--- src/core/annp_pkg.sv ---
// package: register map, field positions and reset values of the next-page status block
// Functional notes
// - acknowledge bit driven only by negotiation logic
// - bit 13 message page flag, RO, reset 0
// - bit 12 partner can comply, RO, reset 0
// - bit 11 toggle, inverse of previous toggle
// - bits 10:0 partner code field, RO, reset 0
// - expansion bits 15:5 ignore writes, read 0
// - bit 4 parallel detection fault, reset 0
// - bit 3 partner next page capable
// - bit 2 local next page capable, fixed 1
// - bit 1 page received, clear on read
// - bit 0 partner negotiation capable, reset 0
// - next-page word at register index 05h, bus address 14h
// - bit 15 partner wants more pages
package annp_pkg;
  localparam logic [7:0]  IDX_PARTNER_WORD  = 8'h05;
  localparam logic [7:0]  IDX_EXPANSION     = 8'h06;
  localparam logic [7:0]  ADDR_PARTNER_WORD = {IDX_PARTNER_WORD[5:0], 2'b00};
  localparam logic [7:0]  ADDR_EXPANSION    = {IDX_EXPANSION[5:0], 2'b00};
  localparam logic [7:0]  ADDR_IRQ_STATUS   = 8'h40;
  localparam logic [7:0]  ADDR_IRQ_ENABLE   = 8'h44;
  localparam logic [7:0]  ADDR_IRQ_CLEAR    = 8'h48;
  localparam int          BIT_MORE_PAGES    = 15;
  localparam int          BIT_ACK           = 14;
  localparam int          BIT_MESSAGE_PAGE  = 13;
  localparam int          BIT_COMPLY        = 12;
  localparam int          BIT_TOGGLE        = 11;
  localparam int          BIT_PD_FAULT      = 4;
  localparam int          BIT_LP_PAGES      = 3;
  localparam int          BIT_LOCAL_PAGES   = 2;
  localparam int          BIT_PAGE_RX       = 1;
  localparam int          BIT_LP_AN         = 0;
  localparam logic [15:0] RST_PARTNER_WORD  = 16'h0000;
  localparam logic        RST_LOCAL_PAGES   = 1'b1;
  localparam int          IRQ_W             = 3;
  localparam int          IRQ_PAGE          = 0;
  localparam int          IRQ_FAULT         = 1;
  localparam int          IRQ_LP_AN         = 2;
  localparam logic [1:0]  RESP_OKAY         = 2'h0;
  localparam logic [1:0]  RESP_SLVERR       = 2'h2;
endpackage

--- src/core/annp_reg_if.sv ---
// interface: register access strobes between bus slave and register core
`timescale 1ns/10ps
`default_nettype none
interface annp_reg_if;
  logic        rd_en;
  logic [7:0]  rd_addr;
  logic [31:0] rd_data;
  logic        rd_ok;
  logic        wr_en;
  logic [7:0]  wr_addr;
  logic [31:0] wr_data;
  logic [3:0]  wr_strb;
  logic        wr_ok;
  modport slave (output rd_en, rd_addr, wr_en, wr_addr, wr_data, wr_strb,
                 input rd_data, rd_ok, wr_ok);
  modport core (input rd_en, rd_addr, wr_en, wr_addr, wr_data, wr_strb,
                output rd_data, rd_ok, wr_ok);
endinterface
`default_nettype wire

--- src/core/annp_axil_slave.sv ---
// module: axi4-lite slave turning bus transfers into single-cycle register strobes
`timescale 1ns/10ps
`default_nettype none
module annp_axil_slave (
  // clock and reset
  input  wire logic        aclk,
  input  wire logic        aresetn,
  // write channels
  input  wire logic [7:0]  awaddr,
  input  wire logic        awvalid,
  output var  logic        awready,
  input  wire logic [31:0] wdata,
  input  wire logic [3:0]  wstrb,
  input  wire logic        wvalid,
  output var  logic        wready,
  output var  logic [1:0]  bresp,
  output var  logic        bvalid,
  input  wire logic        bready,
  // read channels
  input  wire logic [7:0]  araddr,
  input  wire logic        arvalid,
  output var  logic        arready,
  output var  logic [31:0] rdata,
  output var  logic [1:0]  rresp,
  output var  logic        rvalid,
  input  wire logic        rready,
  // register side
  annp_reg_if.slave        regs
);
  logic        aw_have_q, aw_have_d, w_have_q, w_have_d;
  logic [7:0]  aw_addr_q, aw_addr_d;
  logic [31:0] w_data_q, w_data_d;
  logic [3:0]  w_strb_q, w_strb_d;
  logic        bvalid_q, bvalid_d, rvalid_q, rvalid_d;
  logic [1:0]  bresp_q, bresp_d, rresp_q, rresp_d;
  logic [31:0] rdata_q, rdata_d;
  logic        do_wr, do_rd;
  logic        awready_q, awready_d, wready_q, wready_d, arready_q, arready_d;

  // write fires once both halves held and no response pending
  assign do_wr = aw_have_q && w_have_q && !bvalid_q;
  assign do_rd = arvalid && !rvalid_q;

  always_comb begin
    aw_have_d = aw_have_q;
    w_have_d  = w_have_q;
    aw_addr_d = aw_addr_q;
    w_data_d  = w_data_q;
    w_strb_d  = w_strb_q;
    bvalid_d  = bvalid_q;
    bresp_d   = bresp_q;
    rvalid_d  = rvalid_q;
    rresp_d   = rresp_q;
    rdata_d   = rdata_q;
    if (awvalid && !aw_have_q) begin
      aw_have_d = 1'b1;
      aw_addr_d = awaddr;
    end
    if (wvalid && !w_have_q) begin
      w_have_d = 1'b1;
      w_data_d = wdata;
      w_strb_d = wstrb;
    end
    if (do_wr) begin
      aw_have_d = 1'b0;
      w_have_d  = 1'b0;
      bvalid_d  = 1'b1;
      bresp_d   = regs.wr_ok ? annp_pkg::RESP_OKAY : annp_pkg::RESP_SLVERR;
    end else if (bvalid_q && bready) begin
      bvalid_d = 1'b0;
    end
    if (do_rd) begin
      rvalid_d = 1'b1;
      rdata_d  = regs.rd_data;
      rresp_d  = regs.rd_ok ? annp_pkg::RESP_OKAY : annp_pkg::RESP_SLVERR;
    end else if (rvalid_q && rready) begin
      rvalid_d = 1'b0;
    end
    // ready flags registered so bus outputs come straight from flops
    awready_d = !aw_have_d;
    wready_d  = !w_have_d;
    arready_d = !rvalid_d;
  end

  always_ff @(posedge aclk) begin
    if (!aresetn) begin
      aw_have_q <= 1'b0;
      w_have_q  <= 1'b0;
      aw_addr_q <= 8'h00;
      w_data_q  <= 32'h0000_0000;
      w_strb_q  <= 4'h0;
      bvalid_q  <= 1'b0;
      bresp_q   <= 2'h0;
      rvalid_q  <= 1'b0;
      rresp_q   <= 2'h0;
      rdata_q   <= 32'h0000_0000;
      awready_q <= 1'b1;
      wready_q  <= 1'b1;
      arready_q <= 1'b1;
    end else begin
      aw_have_q <= aw_have_d;
      w_have_q  <= w_have_d;
      aw_addr_q <= aw_addr_d;
      w_data_q  <= w_data_d;
      w_strb_q  <= w_strb_d;
      bvalid_q  <= bvalid_d;
      bresp_q   <= bresp_d;
      rvalid_q  <= rvalid_d;
      rresp_q   <= rresp_d;
      rdata_q   <= rdata_d;
      awready_q <= awready_d;
      wready_q  <= wready_d;
      arready_q <= arready_d;
    end
  end

  assign awready       = awready_q;
  assign wready        = wready_q;
  assign arready       = arready_q;
  assign bvalid        = bvalid_q;
  assign bresp         = bresp_q;
  assign rvalid        = rvalid_q;
  assign rresp         = rresp_q;
  assign rdata         = rdata_q;
  assign regs.wr_en    = do_wr;
  assign regs.wr_addr  = aw_addr_q;
  assign regs.wr_data  = w_data_q;
  assign regs.wr_strb  = w_strb_q;
  assign regs.rd_en    = do_rd;
  assign regs.rd_addr  = araddr;
endmodule
`default_nettype wire

--- src/core/annp_reg_core.sv ---
// module: next-page word, expansion status and interrupt registers
`timescale 1ns/10ps
`default_nettype none
module annp_reg_core (
  // clock and reset
  input  wire logic        aclk,
  input  wire logic        aresetn,
  // negotiation logic
  input  wire logic        page_load,
  input  wire logic        more_pages_wanted,
  input  wire logic        ack_in,
  input  wire logic        message_page_flag,
  input  wire logic        partner_can_comply,
  input  wire logic        prev_toggle,
  input  wire logic [10:0] code_field,
  input  wire logic        page_received,
  input  wire logic        parallel_detect_fault,
  input  wire logic        partner_pages_capable,
  input  wire logic        partner_negotiation_capable,
  // register access
  annp_reg_if.core         regs,
  // status out
  output var  logic        irq,
  output var  logic [15:0] word_out
);
  logic [15:0]                  word_q, word_d;
  logic                         page_rx_q, page_rx_d;
  logic                         fault_q, fault_d, lp_np_q, lp_np_d, lp_an_q, lp_an_d;
  logic [annp_pkg::IRQ_W-1:0]   ista_q, ista_d, ien_q, ien_d, iev, iclr;
  logic                         irq_q, irq_d;
  logic [15:0]                  exp_word;
  logic                         exp_rd;
  logic                         fault_prev_q, lp_an_prev_q;

  // expansion register image; upper bits stay zero
  always_comb begin
    exp_word = 16'h0000;
    exp_word[annp_pkg::BIT_PD_FAULT]    = fault_q;
    exp_word[annp_pkg::BIT_LP_PAGES]    = lp_np_q;
    exp_word[annp_pkg::BIT_LOCAL_PAGES] = annp_pkg::RST_LOCAL_PAGES;
    exp_word[annp_pkg::BIT_PAGE_RX]     = page_rx_q;
    exp_word[annp_pkg::BIT_LP_AN]       = lp_an_q;
  end

  assign exp_rd = regs.rd_en && (regs.rd_addr == annp_pkg::ADDR_EXPANSION);

  // read decode
  always_comb begin
    regs.rd_ok   = 1'b1;
    regs.rd_data = 32'h0000_0000;
    case (regs.rd_addr)
      annp_pkg::ADDR_PARTNER_WORD: regs.rd_data = {16'h0000, word_q};
      annp_pkg::ADDR_EXPANSION:    regs.rd_data = {16'h0000, exp_word};
      annp_pkg::ADDR_IRQ_STATUS:   regs.rd_data = {29'h0, ista_q};
      annp_pkg::ADDR_IRQ_ENABLE:   regs.rd_data = {29'h0, ien_q};
      annp_pkg::ADDR_IRQ_CLEAR:    regs.rd_data = 32'h0000_0000;
      default:                     regs.rd_ok   = 1'b0;
    endcase
  end

  // writes to status registers are accepted and ignored
  always_comb begin
    case (regs.wr_addr)
      annp_pkg::ADDR_PARTNER_WORD,
      annp_pkg::ADDR_EXPANSION,
      annp_pkg::ADDR_IRQ_STATUS,
      annp_pkg::ADDR_IRQ_ENABLE,
      annp_pkg::ADDR_IRQ_CLEAR: regs.wr_ok = 1'b1;
      default:                  regs.wr_ok = 1'b0;
    endcase
  end

  always_comb begin
    word_d = word_q;
    // whole word loads at once, only from negotiation logic
    if (page_load) begin
      word_d = {more_pages_wanted, ack_in, message_page_flag, partner_can_comply,
                !prev_toggle, code_field};
    end
    fault_d = parallel_detect_fault;
    lp_np_d = partner_pages_capable;
    lp_an_d = partner_negotiation_capable;
    // set wins over clear-on-read
    page_rx_d = page_received ? 1'b1 : (exp_rd ? 1'b0 : page_rx_q);
    iev = '0;
    iev[annp_pkg::IRQ_PAGE]  = page_received;
    iev[annp_pkg::IRQ_FAULT] = fault_q && !fault_prev_q;
    iev[annp_pkg::IRQ_LP_AN] = lp_an_q && !lp_an_prev_q;
    iclr = '0;
    ien_d = ien_q;
    if (regs.wr_en && regs.wr_strb[0]) begin
      if (regs.wr_addr == annp_pkg::ADDR_IRQ_CLEAR)
        iclr = regs.wr_data[annp_pkg::IRQ_W-1:0];
      if (regs.wr_addr == annp_pkg::ADDR_IRQ_ENABLE)
        ien_d = regs.wr_data[annp_pkg::IRQ_W-1:0];
    end
    ista_d = iev | (ista_q & ~iclr);
    irq_d  = |(ista_d & ien_d);
  end

  always_ff @(posedge aclk) begin
    if (!aresetn) begin
      word_q       <= annp_pkg::RST_PARTNER_WORD;
      page_rx_q    <= 1'b0;
      fault_q      <= 1'b0;
      lp_np_q      <= 1'b0;
      lp_an_q      <= 1'b0;
      fault_prev_q <= 1'b0;
      lp_an_prev_q <= 1'b0;
      ista_q       <= '0;
      ien_q        <= '0;
      irq_q        <= 1'b0;
    end else begin
      word_q       <= word_d;
      page_rx_q    <= page_rx_d;
      fault_q      <= fault_d;
      lp_np_q      <= lp_np_d;
      lp_an_q      <= lp_an_d;
      fault_prev_q <= fault_q;
      lp_an_prev_q <= lp_an_q;
      ista_q       <= ista_d;
      ien_q        <= ien_d;
      irq_q        <= irq_d;
    end
  end

  assign irq      = irq_q;
  assign word_out = word_q;
endmodule
`default_nettype wire

--- src/core/annp_top.sv ---
// module: top of the next-page status register block
`timescale 1ns/10ps
`default_nettype none
module annp_top (
  // clock and reset
  input  wire logic        aclk,
  input  wire logic        aresetn,
  // axi4-lite
  input  wire logic [7:0]  awaddr,
  input  wire logic        awvalid,
  output var  logic        awready,
  input  wire logic [31:0] wdata,
  input  wire logic [3:0]  wstrb,
  input  wire logic        wvalid,
  output var  logic        wready,
  output var  logic [1:0]  bresp,
  output var  logic        bvalid,
  input  wire logic        bready,
  input  wire logic [7:0]  araddr,
  input  wire logic        arvalid,
  output var  logic        arready,
  output var  logic [31:0] rdata,
  output var  logic [1:0]  rresp,
  output var  logic        rvalid,
  input  wire logic        rready,
  // negotiation logic
  input  wire logic        page_load,
  input  wire logic        more_pages_wanted,
  input  wire logic        ack_in,
  input  wire logic        message_page_flag,
  input  wire logic        partner_can_comply,
  input  wire logic        prev_toggle,
  input  wire logic [10:0] code_field,
  input  wire logic        page_received,
  input  wire logic        parallel_detect_fault,
  input  wire logic        partner_pages_capable,
  input  wire logic        partner_negotiation_capable,
  // interrupt and status
  output var  logic        irq,
  output var  logic [15:0] partner_next_page_word
);
  annp_reg_if regs ();

  annp_axil_slave u_bus (
    .aclk    (aclk),
    .aresetn (aresetn),
    .awaddr  (awaddr),
    .awvalid (awvalid),
    .awready (awready),
    .wdata   (wdata),
    .wstrb   (wstrb),
    .wvalid  (wvalid),
    .wready  (wready),
    .bresp   (bresp),
    .bvalid  (bvalid),
    .bready  (bready),
    .araddr  (araddr),
    .arvalid (arvalid),
    .arready (arready),
    .rdata   (rdata),
    .rresp   (rresp),
    .rvalid  (rvalid),
    .rready  (rready),
    .regs    (regs)
  );

  annp_reg_core u_core (
    .aclk                        (aclk),
    .aresetn                     (aresetn),
    .page_load                   (page_load),
    .more_pages_wanted           (more_pages_wanted),
    .ack_in                      (ack_in),
    .message_page_flag           (message_page_flag),
    .partner_can_comply          (partner_can_comply),
    .prev_toggle                 (prev_toggle),
    .code_field                  (code_field),
    .page_received               (page_received),
    .parallel_detect_fault       (parallel_detect_fault),
    .partner_pages_capable       (partner_pages_capable),
    .partner_negotiation_capable (partner_negotiation_capable),
    .regs                        (regs),
    .irq                         (irq),
    .word_out                    (partner_next_page_word)
  );
endmodule
`default_nettype wire

--- config.mk ---
export PLATFORM = sky130hd
export DESIGN_NAME = annp_top
export DESIGN_NICKNAME = d
export VERILOG_FILES = /design/src/core/annp_pkg.sv /design/src/core/annp_reg_if.sv /design/src/core/annp_axil_slave.sv /design/src/core/annp_reg_core.sv /design/src/core/annp_top.sv
export SDC_FILE = /design/constraint.sdc
export NUM_CORES = 1
export LEC_CHECK = 0
export BUFFER_PORTS_ARGS = -buffer_cell sky130_fd_sc_hd__buf_2
export CELL_PAD_IN_SITES_DETAIL_PLACEMENT = 0
export CELL_PAD_IN_SITES_GLOBAL_PLACEMENT = 1
export CORE_ASPECT_RATIO = 0.75
export CORE_MARGIN = 5
export CORE_UTILIZATION = 40
export DETAILED_ROUTE_END_ITERATION = 16
export PLACE_DENSITY_LB_ADDON = 0.1
export SKIP_LAST_GASP = 1
export SLEW_MARGIN = 20
export SYNTH_ARGS = -nofsm -noshare
export SYNTH_HDL_FRONTEND = slang
export SYNTH_HIERARCHICAL = 1
export SYNTH_SLANG_ARGS = --single-unit
--- constraint.sdc ---
create_clock -name aclk -period 2.57 [get_ports aclk]
set_clock_uncertainty 0.1 [all_clocks]
set_input_delay 0.514 -clock aclk [delete_from_list [all_inputs] [get_ports aclk]]
set_output_delay 0.514 -clock aclk [all_outputs]
set_load 0.05 [all_outputs]
==> insert_results.sql, run 1 <==
INSERT INTO impl_metrics (metric_group, metric, value, unit) VALUES
('run_status', 'outcome', 'complete, no violations', ''),
('route', 'detail_route.wl_per_cell', '13.2', 'um'),
('clock_tree', 'cts-htree-levels', '3', ''),
('timing', 'timing.max_slew.rel_slack', '55.6', '%'),
('clock_tree', 'worst_skew_pair.late_latency', '0.33', 'ns'),
('min_path', 'holdCritPathClass', 'input port to register', ''),
('min_path', 'hold_path.startpoint', 'partner_negotiation_capable', ''),
('route', 'drc', '0', ''),
('route', 'route.antenna.remaining_nets', '0', ''),
('timing', 'actual_slew_at_the_worst_max_slew_pin', '0.661', 'ns'),
('synthesis', 'mean_cell_area_of_the_mapped_netlist', '9.27', 'um^2'),
('clock_tree', 'cts_tree', 'built', ''),
('pwr', 'netSwitchingPower', '0.000789', 'W'),
('min_path', 'timing.hold.worst_path_depth', '2', ''),
('timing', 'achievable-frequency', '0.494', 'GHz'),
('pwr', 'p_leak', '2.00', 'nW'),
('critical_path', 'start_kind', 'input port', ''),
('layout', 'flow.area_growth_from_synthesis', '19.2', '%'),
('clock_tree', 'max-clock-path-buffers', '2', ''),
('pwr', 'clock_power_share', '43.4', '%'),
('clock_tree', 'postCtsSetupRepairBufs', '0', ''),
('pwr', 'internal_power', '0.00233', 'W'),
('timing', 'post-route-period-util', '78.8', '%'),
('route', 'detailed_route_via_count', '2612', ''),
('die', 'placeableCoreArea', '0.00890', 'mm^2'),
('synthesis', 'synth-warning-count', '6', ''),
('synthesis', 'syn_inst', '388', ''),
('critical_path', 'critical_path.reg2reg.startpoint', 'u_bus/regs.wr_addr[1]', ''),
('place', 'gpl.final_weighted_congestion', '0.732', ''),
('route', 'wirelength', '7.68', 'mm'),
('die', 'die_y', '92.1', 'um'),
('pwr', 'reg_power_share', '43.8', '%'),
('timing', 'grt_setup_unrepaired', 'no', ''),
('timing', 'layout_min_cycle_time', '2.03', 'ns'),
('clock_tree', 'hold_fix_buffer_count_after_cts', '0', ''),
('synthesis', 'netlist_area', '0.00360', 'mm^2'),
('route', 'drt-pass1-iter-count', '4', ''),
('critical_path', 'cp_data_required_time', '2.72', 'ns'),
('grt', 'largest_net_degree_at_the_start_of_global_routing', '42', ''),
('clock_tree', 'cts_root_buf', 'sky130_fd_sc_hd__clkbuf_16', ''),
('pwr', 'switching_share', '25.3', '%'),
('clock_tree', 'cts_sinks', '82', ''),
('critical_path', 'crit_type', 'input port to register', ''),
('die', 'floorplan.die.width', '119', 'um'),
('layout', 'nNetsFinal', '548', ''),
('clock_tree', 'tritoncts.num_buffers', '9', ''),
('die', 'fp.dieArea', '0.0110', 'mm^2'),
('critical_path', 'critical_path_end_type', 'register', ''),
('route', 'avgViaCountPerCell', '4.47', ''),
('grt', 'first_global_vias', '2452', ''),
('timing', 'timing.setup.tns', '0', 'ns'),
('die', 'io_pins', '138', ''),
('clock_tree', 'clk_transition_reported_paths', '0.06', 'ns'),
('layout', 'layout-drive-gt1-share', '28.0', '%'),
('pwr', 'power.density_cell_area', '729', 'mW/mm^2'),
('critical_path', 'r2r_slack', '0.67', 'ns'),
('critical_path', 'depth_of_the_worst_register_to_register_path', '4', ''),
('min_path', 'worstHoldEndpoint', 'u_core/lp_an_q', ''),
('critical_path', 'regToRegEndpoint', 'u_core/irq', ''),
('grt', 'grt.overflow.total', '0', ''),
('timing', 'timing_max_transition_violations_final', '0', ''),
('die', 'std_cell_rows', '30', ''),
('run', 'timing.max_cap.violations', '0', ''),
('place', 'place_hpwl', '5.51', 'mm'),
('clock_tree', 'postCtsResizedCells', '0', ''),
('critical_path', 'timing.critical_path.fanout_max', '4', ''),
('grt', 'grt_pass1_wl', '12.5', 'mm'),
('timing', 'hold_violation_total_from_the_final_report', '0', ''),
('grt', 'grt_usage', '14.3', '%'),
('route', 'drt_first_iter_violations', '144', ''),
('critical_path', 'cp_data_arrival_time', '2.18', 'ns'),
('grt', 'number_of_antenna_violations_at_the_first_check_in_global_routing', '0', ''),
('place', 'io_buffers', '103', ''),
('timing', 'report.final.setup_viol', '0', ''),
('die', 'start_util', '40.4', '%'),
('layout', 'antenna_cells', '0', ''),
('pwr', 'post-layout-total-power', '0.00312', 'W'),
('pwr', 'vdd_ir_drop_max', '0.316', 'mV'),
('pwr', 'logic_gate_share_of_total_power', '12.8', '%');
-- layout make-up --
| cell class | count | area (um^2) |
|---|---|---|
| Inverter | 10 | 42.5 |
| Fill cell | 886 | 4610 |
| Clock inverter | 4 | 76.3 |
| Tap cell | 112 | 140 |
| Timing Repair Buffer | 107 | 546 |
| Clock buffer | 11 | 243 |
| Multi-Input combinational cell | 258 | 1600 |
| Sequential cell | 82 | 1640 |
-- worst max path at each step --
stage	startpoint	to	slack [ns]
global route	u_bus/w_have_q	u_core/irq	0.50
CTS	araddr[5]	u_bus/rdata[0]	0.56
finish	araddr[5]	u_bus/rdata[0]	0.54
floorplan	araddr[5]	u_bus/rdata[0]	0.38
global placement	araddr[5]	u_bus/rdata[0]	0.23
detailed placement	araddr[5]	u_bus/rdata[0]	0.21
-- metrics by stage --
step / area, um^2 / instances / utilization [%] / worst slack [ns] / hold WS, ns
global placement: 3970 / 569 / 44.6 / 0.226 / 0.337
global route: 4290 / 584 / 48.2 / 0.504 / 0.289
finish: 4290 / 584 / 48.2 / 0.545 / 0.300
detailed placement: 3970 / 569 / 44.6 / 0.210 / 0.346
CTS: 4290 / 584 / 48.2 / 0.559 / 0.284
floorplan: 3660 / 404 / - / 0.379 / 0.329
-- critical path: stages --
cell	delay [ns]
sky130_fd_sc_hd__buf_2	0.09
sky130_fd_sc_hd__or4_4	0.57
sky130_fd_sc_hd__or4b_4	0.56
sky130_fd_sc_hd__o21ai_1	0.21
sky130_fd_sc_hd__nand2_1	0.08
sky130_fd_sc_hd__a21boi_0	0.15
-- layout by cell type, fill, tap and decap left out, drive strengths merged, types with 2 or more instances in the layout --
cell	n
nand4	2
nand3b	2
bufinv	2
nand2b	5
and2	15
nor2	4
a21boi	38
a22o	2
inv	10
nand2	80
mux2i	28
o211a	3
buf	107
nor2b	30
conb	18
clkbuf	11
o21ai	8
o21a	2
dfxtp	82
a22oi	2
a31oi	3
-- routing by layer --
layer | share of wire [%] | GRT usage, % | wire length (um) | vias to the layer above
met5 | 0 | 0 | 0 | -
met4 | 1.5 | 5.72 | 116 | 0
met3 | 5.4 | 4.19 | 416 | 9
met2 | 39 | 18.9 | 2970 | 75
met1 | 54 | 21.4 | 4180 | 1136
li1 | - | - | - | 1392
-- flip-flops by register name (all words and copies together), names as in the netlist, 3 cells and up --
| signal | count |
|---|---|
| u_bus/regs.wr_data | 3 |
| u_core/ien_q | 3 |
| u_bus/regs.wr_addr | 8 |
| u_core/word_out | 16 |
| u_bus/rdata | 32 |
| u_core/ista_q | 3 |
-- power groups by stage --
stage          registers (W)  clock network [W]  logic [W]
6_report             0.00137            0.00136   0.000399
2_1_floorplan        0.00152                  0   0.000217
3_3_place_gp         0.00140                  0   0.000400
4_1_cts              0.00137            0.00140   0.000402
5_1_grt              0.00138            0.00146   0.000434
3_5_place_dp         0.00140                  0   0.000402
Power figures use the tool's default switching activity.
==> run 2, diff against run 1 <==
- CORE_UTILIZATION: 40 -> 36
- clock period: 2.57 -> 1.76 ns (I/O delays scaled with it)
==> insert_results.sql, run 2 (synthesized netlist as in run 1, its figures left out) <==
INSERT INTO impl_metrics (metric_group, metric, value, unit) VALUES
('route', 'route.antenna.remaining_nets', '0', ''),
('timing', 'finalWorstSetupSlack', '0.0344', 'ns'),
('route', 'drc', '0', ''),
('route', 'avgViaCountPerCell', '4.45', ''),
('timing', 'actual_slew_at_the_worst_max_slew_pin', '0.515', 'ns'),
('timing', 'post-route-period-util', '98.0', '%'),
('pwr', 'power.density_cell_area', '1120', 'mW/mm^2'),
('pwr', 'vdd_ir_drop_max', '0.638', 'mV'),
('pwr', 'switching_share', '24.0', '%'),
('layout', 'nNetsFinal', '556', ''),
('critical_path', 'crit_type', 'input port to register', ''),
('critical_path', 'timing.critical_path.fanout_max', '4', ''),
('layout', 'layout.cells.most_common_list', 'sky130_fd_sc_hd__buf_2, sky130_fd_sc_hd__dfxtp_1, sky130_fd_sc_hd__nand2_1', ''),
('route', 'detailed_route_via_count', '2725', ''),
('timing', 'report.final.setup_viol', '0', ''),
('critical_path', 'crit_slowest_cell', 'sky130_fd_sc_hd__or4_4', ''),
('die', 'placeableCoreArea', '0.00970', 'mm^2'),
('critical_path', 'start_kind', 'input port', ''),
('critical_path', 'cp_data_arrival_time', '1.89', 'ns'),
('route', 'detail_route.wl_per_cell', '13.5', 'um'),
('grt', 'grt_pass1_wl', '13.4', 'mm'),
('clock_tree', 'max-clock-path-buffers', '2', ''),
('place', 'post-place-ws', '-0.287', 'ns'),
('pwr', 'internal_power', '0.00382', 'W'),
('timing', 'layout_min_cycle_time', '1.73', 'ns'),
('grt', 'grt_usage', '13.9', '%'),
('clock_tree', 'tritoncts.num_buffers', '9', ''),
('place', 'place_hpwl', '5.87', 'mm'),
('pwr', 'clock_power_share', '48.2', '%'),
('grt', 'largest_net_degree_at_the_start_of_global_routing', '37', ''),
('timing', 'hold_violation_total_from_the_final_report', '0', ''),
('die', 'start_util', '37.1', '%'),
('grt', 'first_global_vias', '2654', ''),
('layout', 'post-route-cell-area', '0.00448', 'mm^2'),
('pwr', 'p_leak', '2.08', 'nW'),
('clock_tree', 'cts-htree-levels', '3', ''),
('timing', 'achievable-frequency', '0.580', 'GHz'),
('die', 'floorplan.die.width', '125', 'um'),
('place', 'place.detailed.instances', '596', ''),
('pwr', 'netSwitchingPower', '0.00121', 'W'),
('timing', 'timing.setup.tns', '0', 'ns'),
('timing', 'timing_max_transition_violations_final', '0', ''),
('grt', 'grt.overflow.total', '0', ''),
('critical_path', 'cp_data_required_time', '1.92', 'ns'),
('route', 'drt_first_iter_violations', '105', ''),
('critical_path', 'critical_path_end_type', 'register', ''),
('timing', 'fin_hold_ws', '0.126', 'ns'),
('run', 'timing.max_cap.violations', '0', ''),
('layout', 'largest_register_ffs', '32', ''),
('die', 'std_cell_rows', '31', ''),
('run_status', 'outcome', 'complete, no violations', ''),
('timing', 'grt_setup_unrepaired', 'yes', ''),
('grt', 'number_of_antenna_violations_at_the_first_check_in_global_routing', '0', ''),
('clock_tree', 'clk_transition_reported_paths', '0.06', 'ns'),
('min_path', 'holdCritPathClass', 'input port to register', ''),
('place', 'io_buffers', '103', ''),
('layout', 'antenna_cells', '0', ''),
('die', 'io_pins', '138', ''),
('place', 'gpl.final_weighted_congestion', '0.734', ''),
('route', 'wirelength', '8.29', 'mm'),
('place', 'detailed_place.area', '0.00407', 'mm^2'),
('pwr', 'reg_power_share', '39.8', '%'),
('critical_path', 'cpPeakStageDelay', '0.57', 'ns'),
('clock_tree', 'cts_tree', 'built', ''),
('layout', 'layout-drive-gt1-share', '30.8', '%'),
('clock_tree', 'worst_skew_pair.late_latency', '0.33', 'ns'),
('die', 'fp.dieArea', '0.0121', 'mm^2'),
('route', 'drt-pass1-iter-count', '4', ''),
('layout', 'flow.area_growth_from_synthesis', '24.6', '%'),
('die', 'die_y', '96.6', 'um'),
('layout', 'commonest_non_fill_non_tap_cell_in_the_layout', 'sky130_fd_sc_hd__buf_2', ''),
('clock_tree', 'cts_sinks', '82', ''),
('layout', 'final-instance-count-excl-fill', '613', ''),
('pwr', 'logic_gate_share_of_total_power', '12.1', '%'),
('timing', 'timing.max_slew.rel_slack', '65.7', '%'),
('clock_tree', 'cts_root_buf', 'sky130_fd_sc_hd__clkbuf_16', ''),
('critical_path', 'path_cells', 'buf_2 > or4_4 > or4b_4 > o21ai_1 > nand2_1 > a21boi_1', '');
run 2: power by group through the flow:
stage          sequential, W  combinational [W]  clock [W]
4_1_cts              0.00200           0.000613    0.00249
3_5_place_dp         0.00204           0.000611          0
3_3_place_gp         0.00204           0.000606          0
6_report             0.00200           0.000607    0.00243
2_1_floorplan        0.00222           0.000319          0
5_1_grt              0.00201           0.000661    0.00257
run 2: what timing repair did:
| item | CTS | global route |
|---|---|---|
| setup buffers | 0 | 1 |
| setup endpoints to repair | 0 | 1 |
| hold buffers | 0 | 0 |
| resized for setup | 0 | 4 |
run 2: worst max-delay path, delay by kind of cell:
family	cells	cell delay, ns
and+or+nand+nor	3	1.16
buffers and inverters	1	0.10
AOI/OAI and AO/OA	2	0.26
run 2: layer usage:
layer	GRT usage [%]	wire length, um	share of wire (%)	up-vias
met5	0	0	0	-
met4	4.15	76	0.92	0
met3	5.77	550	6.6	8
met2	21.0	3560	43	73
met1	18.3	4100	49	1246
li1	-	-	-	1398
run 2: final cells by class:
class / count / area [um^2]
fill: 1000 / 5220
sequential: 82 / 1640
multi-input combinational: 258 / 1620
timing repair buffer: 115 / 618
clock buffer: 9 / 225
tap: 132 / 165
clock inverter: 7 / 164
inverter: 10 / 42.5
run 2: through the flow:
step                util (%)  total power, W
floorplan                  -         0.00254
finish                  46.2         0.00503
detailed placement      41.9         0.00265
global route            46.2         0.00524
CTS                     45.9         0.00511
global placement        41.9         0.00265
run 2: path summary, 6_finish.rpt:
| kind | startpoint | endpoint | slack (ns) | cells after the start |
|---|---|---|---|---|
| setup / recovery | araddr[0] | u_bus/rdata[0] | 0.03 | 6 |
| hold / removal | partner_pages_capable | u_core/lp_np_q | 0.13 | 2 |
| hold reg to reg | u_bus/rdata[16] | u_bus/rdata[16] | 0.35 | 2 |
| setup reg to reg | u_bus/bvalid | u_core/irq | 0.06 | 6 |
==> run 3, diff against run 2 <==
- CORE_UTILIZATION: 36 -> 30
- SYNTH_HIERARCHICAL: 1 -> unset
==> insert_results.sql, run 3 <==
INSERT INTO impl_metrics (metric_group, metric, value, unit) VALUES
('grt', 'grt_usage', '12.6', '%'),
('layout', 'nNetsFinal', '472', ''),
('synthesis', 'netlist_area', '0.00285', 'mm^2'),
('pwr', 'clock_power_share', '41.9', '%'),
('layout', 'antenna_cells', '0', ''),
('clock_tree', 'cts_tree', 'built', ''),
('route', 'drt_first_iter_violations', '108', ''),
('route', 'detailed_route_via_count', '2265', ''),
('clock_tree', 'cts_root_buf', 'sky130_fd_sc_hd__clkbuf_16', ''),
('critical_path', 'crit_type', 'register to register', ''),
('route', 'wirelength', '6.97', 'mm'),
('synthesis', 'synth.yosys.seq_area_share', '46.4', '%'),
('timing', 'actual_slew_at_the_worst_max_slew_pin', '0.535', 'ns'),
('pwr', 'power.density_cell_area', '987', 'mW/mm^2'),
('place', 'post-place-ws', '-0.146', 'ns'),
('critical_path', 'cpPeakStageDelay', '0.36', 'ns'),
('route', 'avgViaCountPerCell', '4.33', ''),
('synthesis', 'synth_largest_type_area_fraction', '46.4', '%'),
('run_status', 'outcome', 'complete, but fails checks', ''),
('synthesis', 'netlist.top_cell.by_area', 'sky130_fd_sc_hd__dfxtp_1', ''),
('grt', 'grt.overflow.total', '0', ''),
('layout', 'fillers', '948', ''),
('route', 'detail_route.wl_per_cell', '13.3', 'um'),
('clock_tree', 'max-clock-path-buffers', '2', ''),
('critical_path', 'cp_data_required_time', '1.86', 'ns'),
('layout', 'commonest_non_fill_non_tap_cell_in_the_layout', 'sky130_fd_sc_hd__buf_2', ''),
('die', 'die_y', '94.3', 'um'),
('critical_path', 'timing.critical_path.fanout_max', '6', ''),
('synthesis', 'yosysMostFrequentCell', 'sky130_fd_sc_hd__dfxtp_1', ''),
('die', 'io_pins', '138', ''),
('die', 'std_cell_rows', '30', ''),
('clock_tree', 'tritoncts.num_buffers', '9', ''),
('grt', 'largest_net_degree_at_the_start_of_global_routing', '31', ''),
('synthesis', 'synth_ff_type', 'sky130_fd_sc_hd__dfxtp_1', ''),
('critical_path', 'cp_data_arrival_time', '1.94', 'ns'),
('grt', 'first_global_vias', '2175', ''),
('timing', 'timing.max_slew.rel_slack', '64.3', '%'),
('min_path', 'holdCritPathClass', 'input port to register', ''),
('clock_tree', 'worst_skew_pair.late_latency', '0.32', 'ns'),
('timing', 'post-route-period-util', '105', '%'),
('synthesis', 'syn_inst', '284', ''),
('critical_path', 'path_cells', 'nor4b_4 > nand4_2 > nor3b_4 > a311oi_1 > or3_1', ''),
('die', 'start_util', '31.1', '%'),
('route', 'drc', '0', ''),
('pwr', 'reg_power_share', '43.4', '%'),
('pwr', 'vdd_ir_drop_max', '0.439', 'mV'),
('grt', 'grt_pass1_wl', '11.1', 'mm'),
('synthesis', 'synth-edff-count', '0', ''),
('layout', 'layout.cells.most_common_list', 'sky130_fd_sc_hd__buf_2, sky130_fd_sc_hd__dfxtp_1, sky130_fd_sc_hd__nor2b_1', ''),
('pwr', 'netSwitchingPower', '0.000984', 'W'),
('timing', 'hold_violation_total_from_the_final_report', '0', ''),
('synthesis', 'mean_cell_area_of_the_mapped_netlist', '10.0', 'um^2'),
('synthesis', 'yosysUniqueCellTypes', '38', ''),
('timing', 'finalWorstSetupSlack', '-0.0839', 'ns'),
('clock_tree', 'hold_fix_buffer_count_after_cts', '0', ''),
('critical_path', 'crit_slowest_cell', 'sky130_fd_sc_hd__or3_1', ''),
('place', 'place_hpwl', '5.36', 'mm'),
('clock_tree', 'clk_transition_reported_paths', '0.05', 'ns'),
('pwr', 'p_leak', '1.70', 'nW'),
('place', 'io_buffers', '87', ''),
('clock_tree', 'cts_sinks', '66', ''),
('timing', 'achievable-frequency', '0.542', 'GHz'),
('run_status', 'violations', 'setup timing', ''),
('critical_path', 'start_kind', 'register', ''),
('run', 'timing.max_cap.violations', '0', ''),
('die', 'floorplan.die.width', '122', 'um'),
('layout', 'flow.area_growth_from_synthesis', '32.2', '%'),
('timing', 'timing_max_transition_violations_final', '0', ''),
('synthesis', 'fraction_of_registers_with_async_set_or_reset_after_synthesis', '0', '%'),
('pwr', 'switching_share', '26.5', '%'),
('pwr', 'internal_power', '0.00273', 'W'),
('layout', 'post_layout_utilization_of_the_core', '41.1', '%'),
('layout', 'layout-drive-gt1-share', '33.4', '%'),
('die', 'placeableCoreArea', '0.00916', 'mm^2'),
('timing', 'report.final.setup_viol', '1', ''),
('timing', 'grt_setup_unrepaired', 'yes', ''),
('synthesis', 'synth-warning-count', '0', ''),
('route', 'drt-pass1-iter-count', '4', ''),
('die', 'fp.dieArea', '0.0116', 'mm^2'),
('clock_tree', 'postCtsSetupRepairBufs', '0', ''),
('synthesis', 'synth_top_cells_by_count', 'sky130_fd_sc_hd__dfxtp_1, sky130_fd_sc_hd__nor2b_1, sky130_fd_sc_hd__mux2i_1, sky130_fd_sc_hd__buf_4, sky130_fd_sc_hd__a22oi_1', ''),
('synthesis', 'ys_top_cells_by_area', 'sky130_fd_sc_hd__dfxtp_1, sky130_fd_sc_hd__mux2i_1, sky130_fd_sc_hd__nor2b_1', ''),
('synthesis', 'synth-seq-cells', '66', ''),
('route', 'route.antenna.remaining_nets', '0', ''),
('pwr', 'logic_gate_share_of_total_power', '14.7', '%'),
('timing', 'layout_min_cycle_time', '1.84', 'ns'),
('place', 'gpl.final_weighted_congestion', '0.739', ''),
('clock_tree', 'cts-htree-levels', '3', ''),
('grt', 'number_of_antenna_violations_at_the_first_check_in_global_routing', '0', ''),
('critical_path', 'critical_path_end_type', 'register', '');
-- run 3: cell count changes in the layout (fill, tap and decap cells not counted), sizes merged, moves of 4 or more --
cell	previous run	this run
nor2b	30	47
and2	15	8
dfxtp	82	66
nor4b	0	4
clkbuf	9	14
bufinv	5	0
nor2	4	8
nand3	0	7
inv	11	6
nand2	80	11
a21boi	38	2
a22oi	2	13
-- run 3: final timing paths --
check                        startpoint        endpoint  slack [ns]  cells after the start
setup / recovery  u_bus.regs.wr_addr[4]      u_core.irq       -0.08                      5
hold reg to reg          u_bus.bresp[1]  u_bus.bresp[1]        0.37                      2
hold / removal    parallel_detect_fault  u_core.fault_q        0.13                      2
setup reg to reg  u_bus.regs.wr_addr[4]      u_core.irq       -0.08                      5
-- run 3: power by group through the flow --
stage	Clock (W)	Sequential, W	Combinational (W)
finish	0.00155	0.00161	0.000547
global route	0.00167	0.00162	0.000592
CTS	0.00162	0.00161	0.000553
detailed placement	0	0.00164	0.000551
global placement	0	0.00164	0.000550
floorplan	0	0.00175	0.000294
-- run 3: worst max-delay path, delay by kind of cell, from the launching register on --
family	cells	cell delay [ns]
AOI/OAI and AO/OA	1	0.15
and+or+nand+nor	4	1.15
DFF	1	0.33
-- run 3: cell families (layout without fill, tap and decap cells) --
logic type | Yosys count | count (layout) | synth area share (%)
multiplexers | 31 | 31 | 10.9
AO/OA/AOI/OAI | 46 | 46 | 11.8
flip-flops | 66 | 66 | 46.4
buffers and inverters | 38 | 132 | 7.48
AND/OR/NAND/NOR | 102 | 102 | 23.2
other | 1 | 18 | 0.132
-- run 3: final cells by class --
type	count	area [um^2]	area share [%]
clock buffers	14	254	6.75
well taps	128	160	4.26
repair buffers	112	623	16.6
multi-input cells	197	1380	36.6
flip-flops and latches	66	1330	35.3
inverters	6	22.5	0.599
-- run 3: repair_timing --
action                     in CTS  in global routing
setup endpoints to repair       1                  1
pin swaps                       4                  0
gates resized for setup         1                  0
-- run 3: through the flow --
stage | cells | hold WS [ns] | area, um^2 | TNS (ns) | total power, W
2_1_floorplan | 301 | 0.346 | 2910 | 0 | 0.00205
3_3_place_gp | 509 | 0.355 | 3510 | -0.115 | 0.00219
3_5_place_dp | 509 | 0.364 | 3510 | -0.146 | 0.00219
4_1_cts | 523 | 0.118 | 3760 | -0.106 | 0.00378
5_1_grt | 523 | 0.119 | 3760 | -0.207 | 0.00388
6_report | 523 | 0.133 | 3760 | -0.0839 | 0.00371
-- run 3: layer usage --
metal  vias up  part of all wire, %  track usage [%]
li1       1169                    -                -
met1      1004                   49             17.3
met2        82                   41             17.0
met3        10                  9.1             5.81
met4         0                  1.4             5.03
met5         -                    0                0
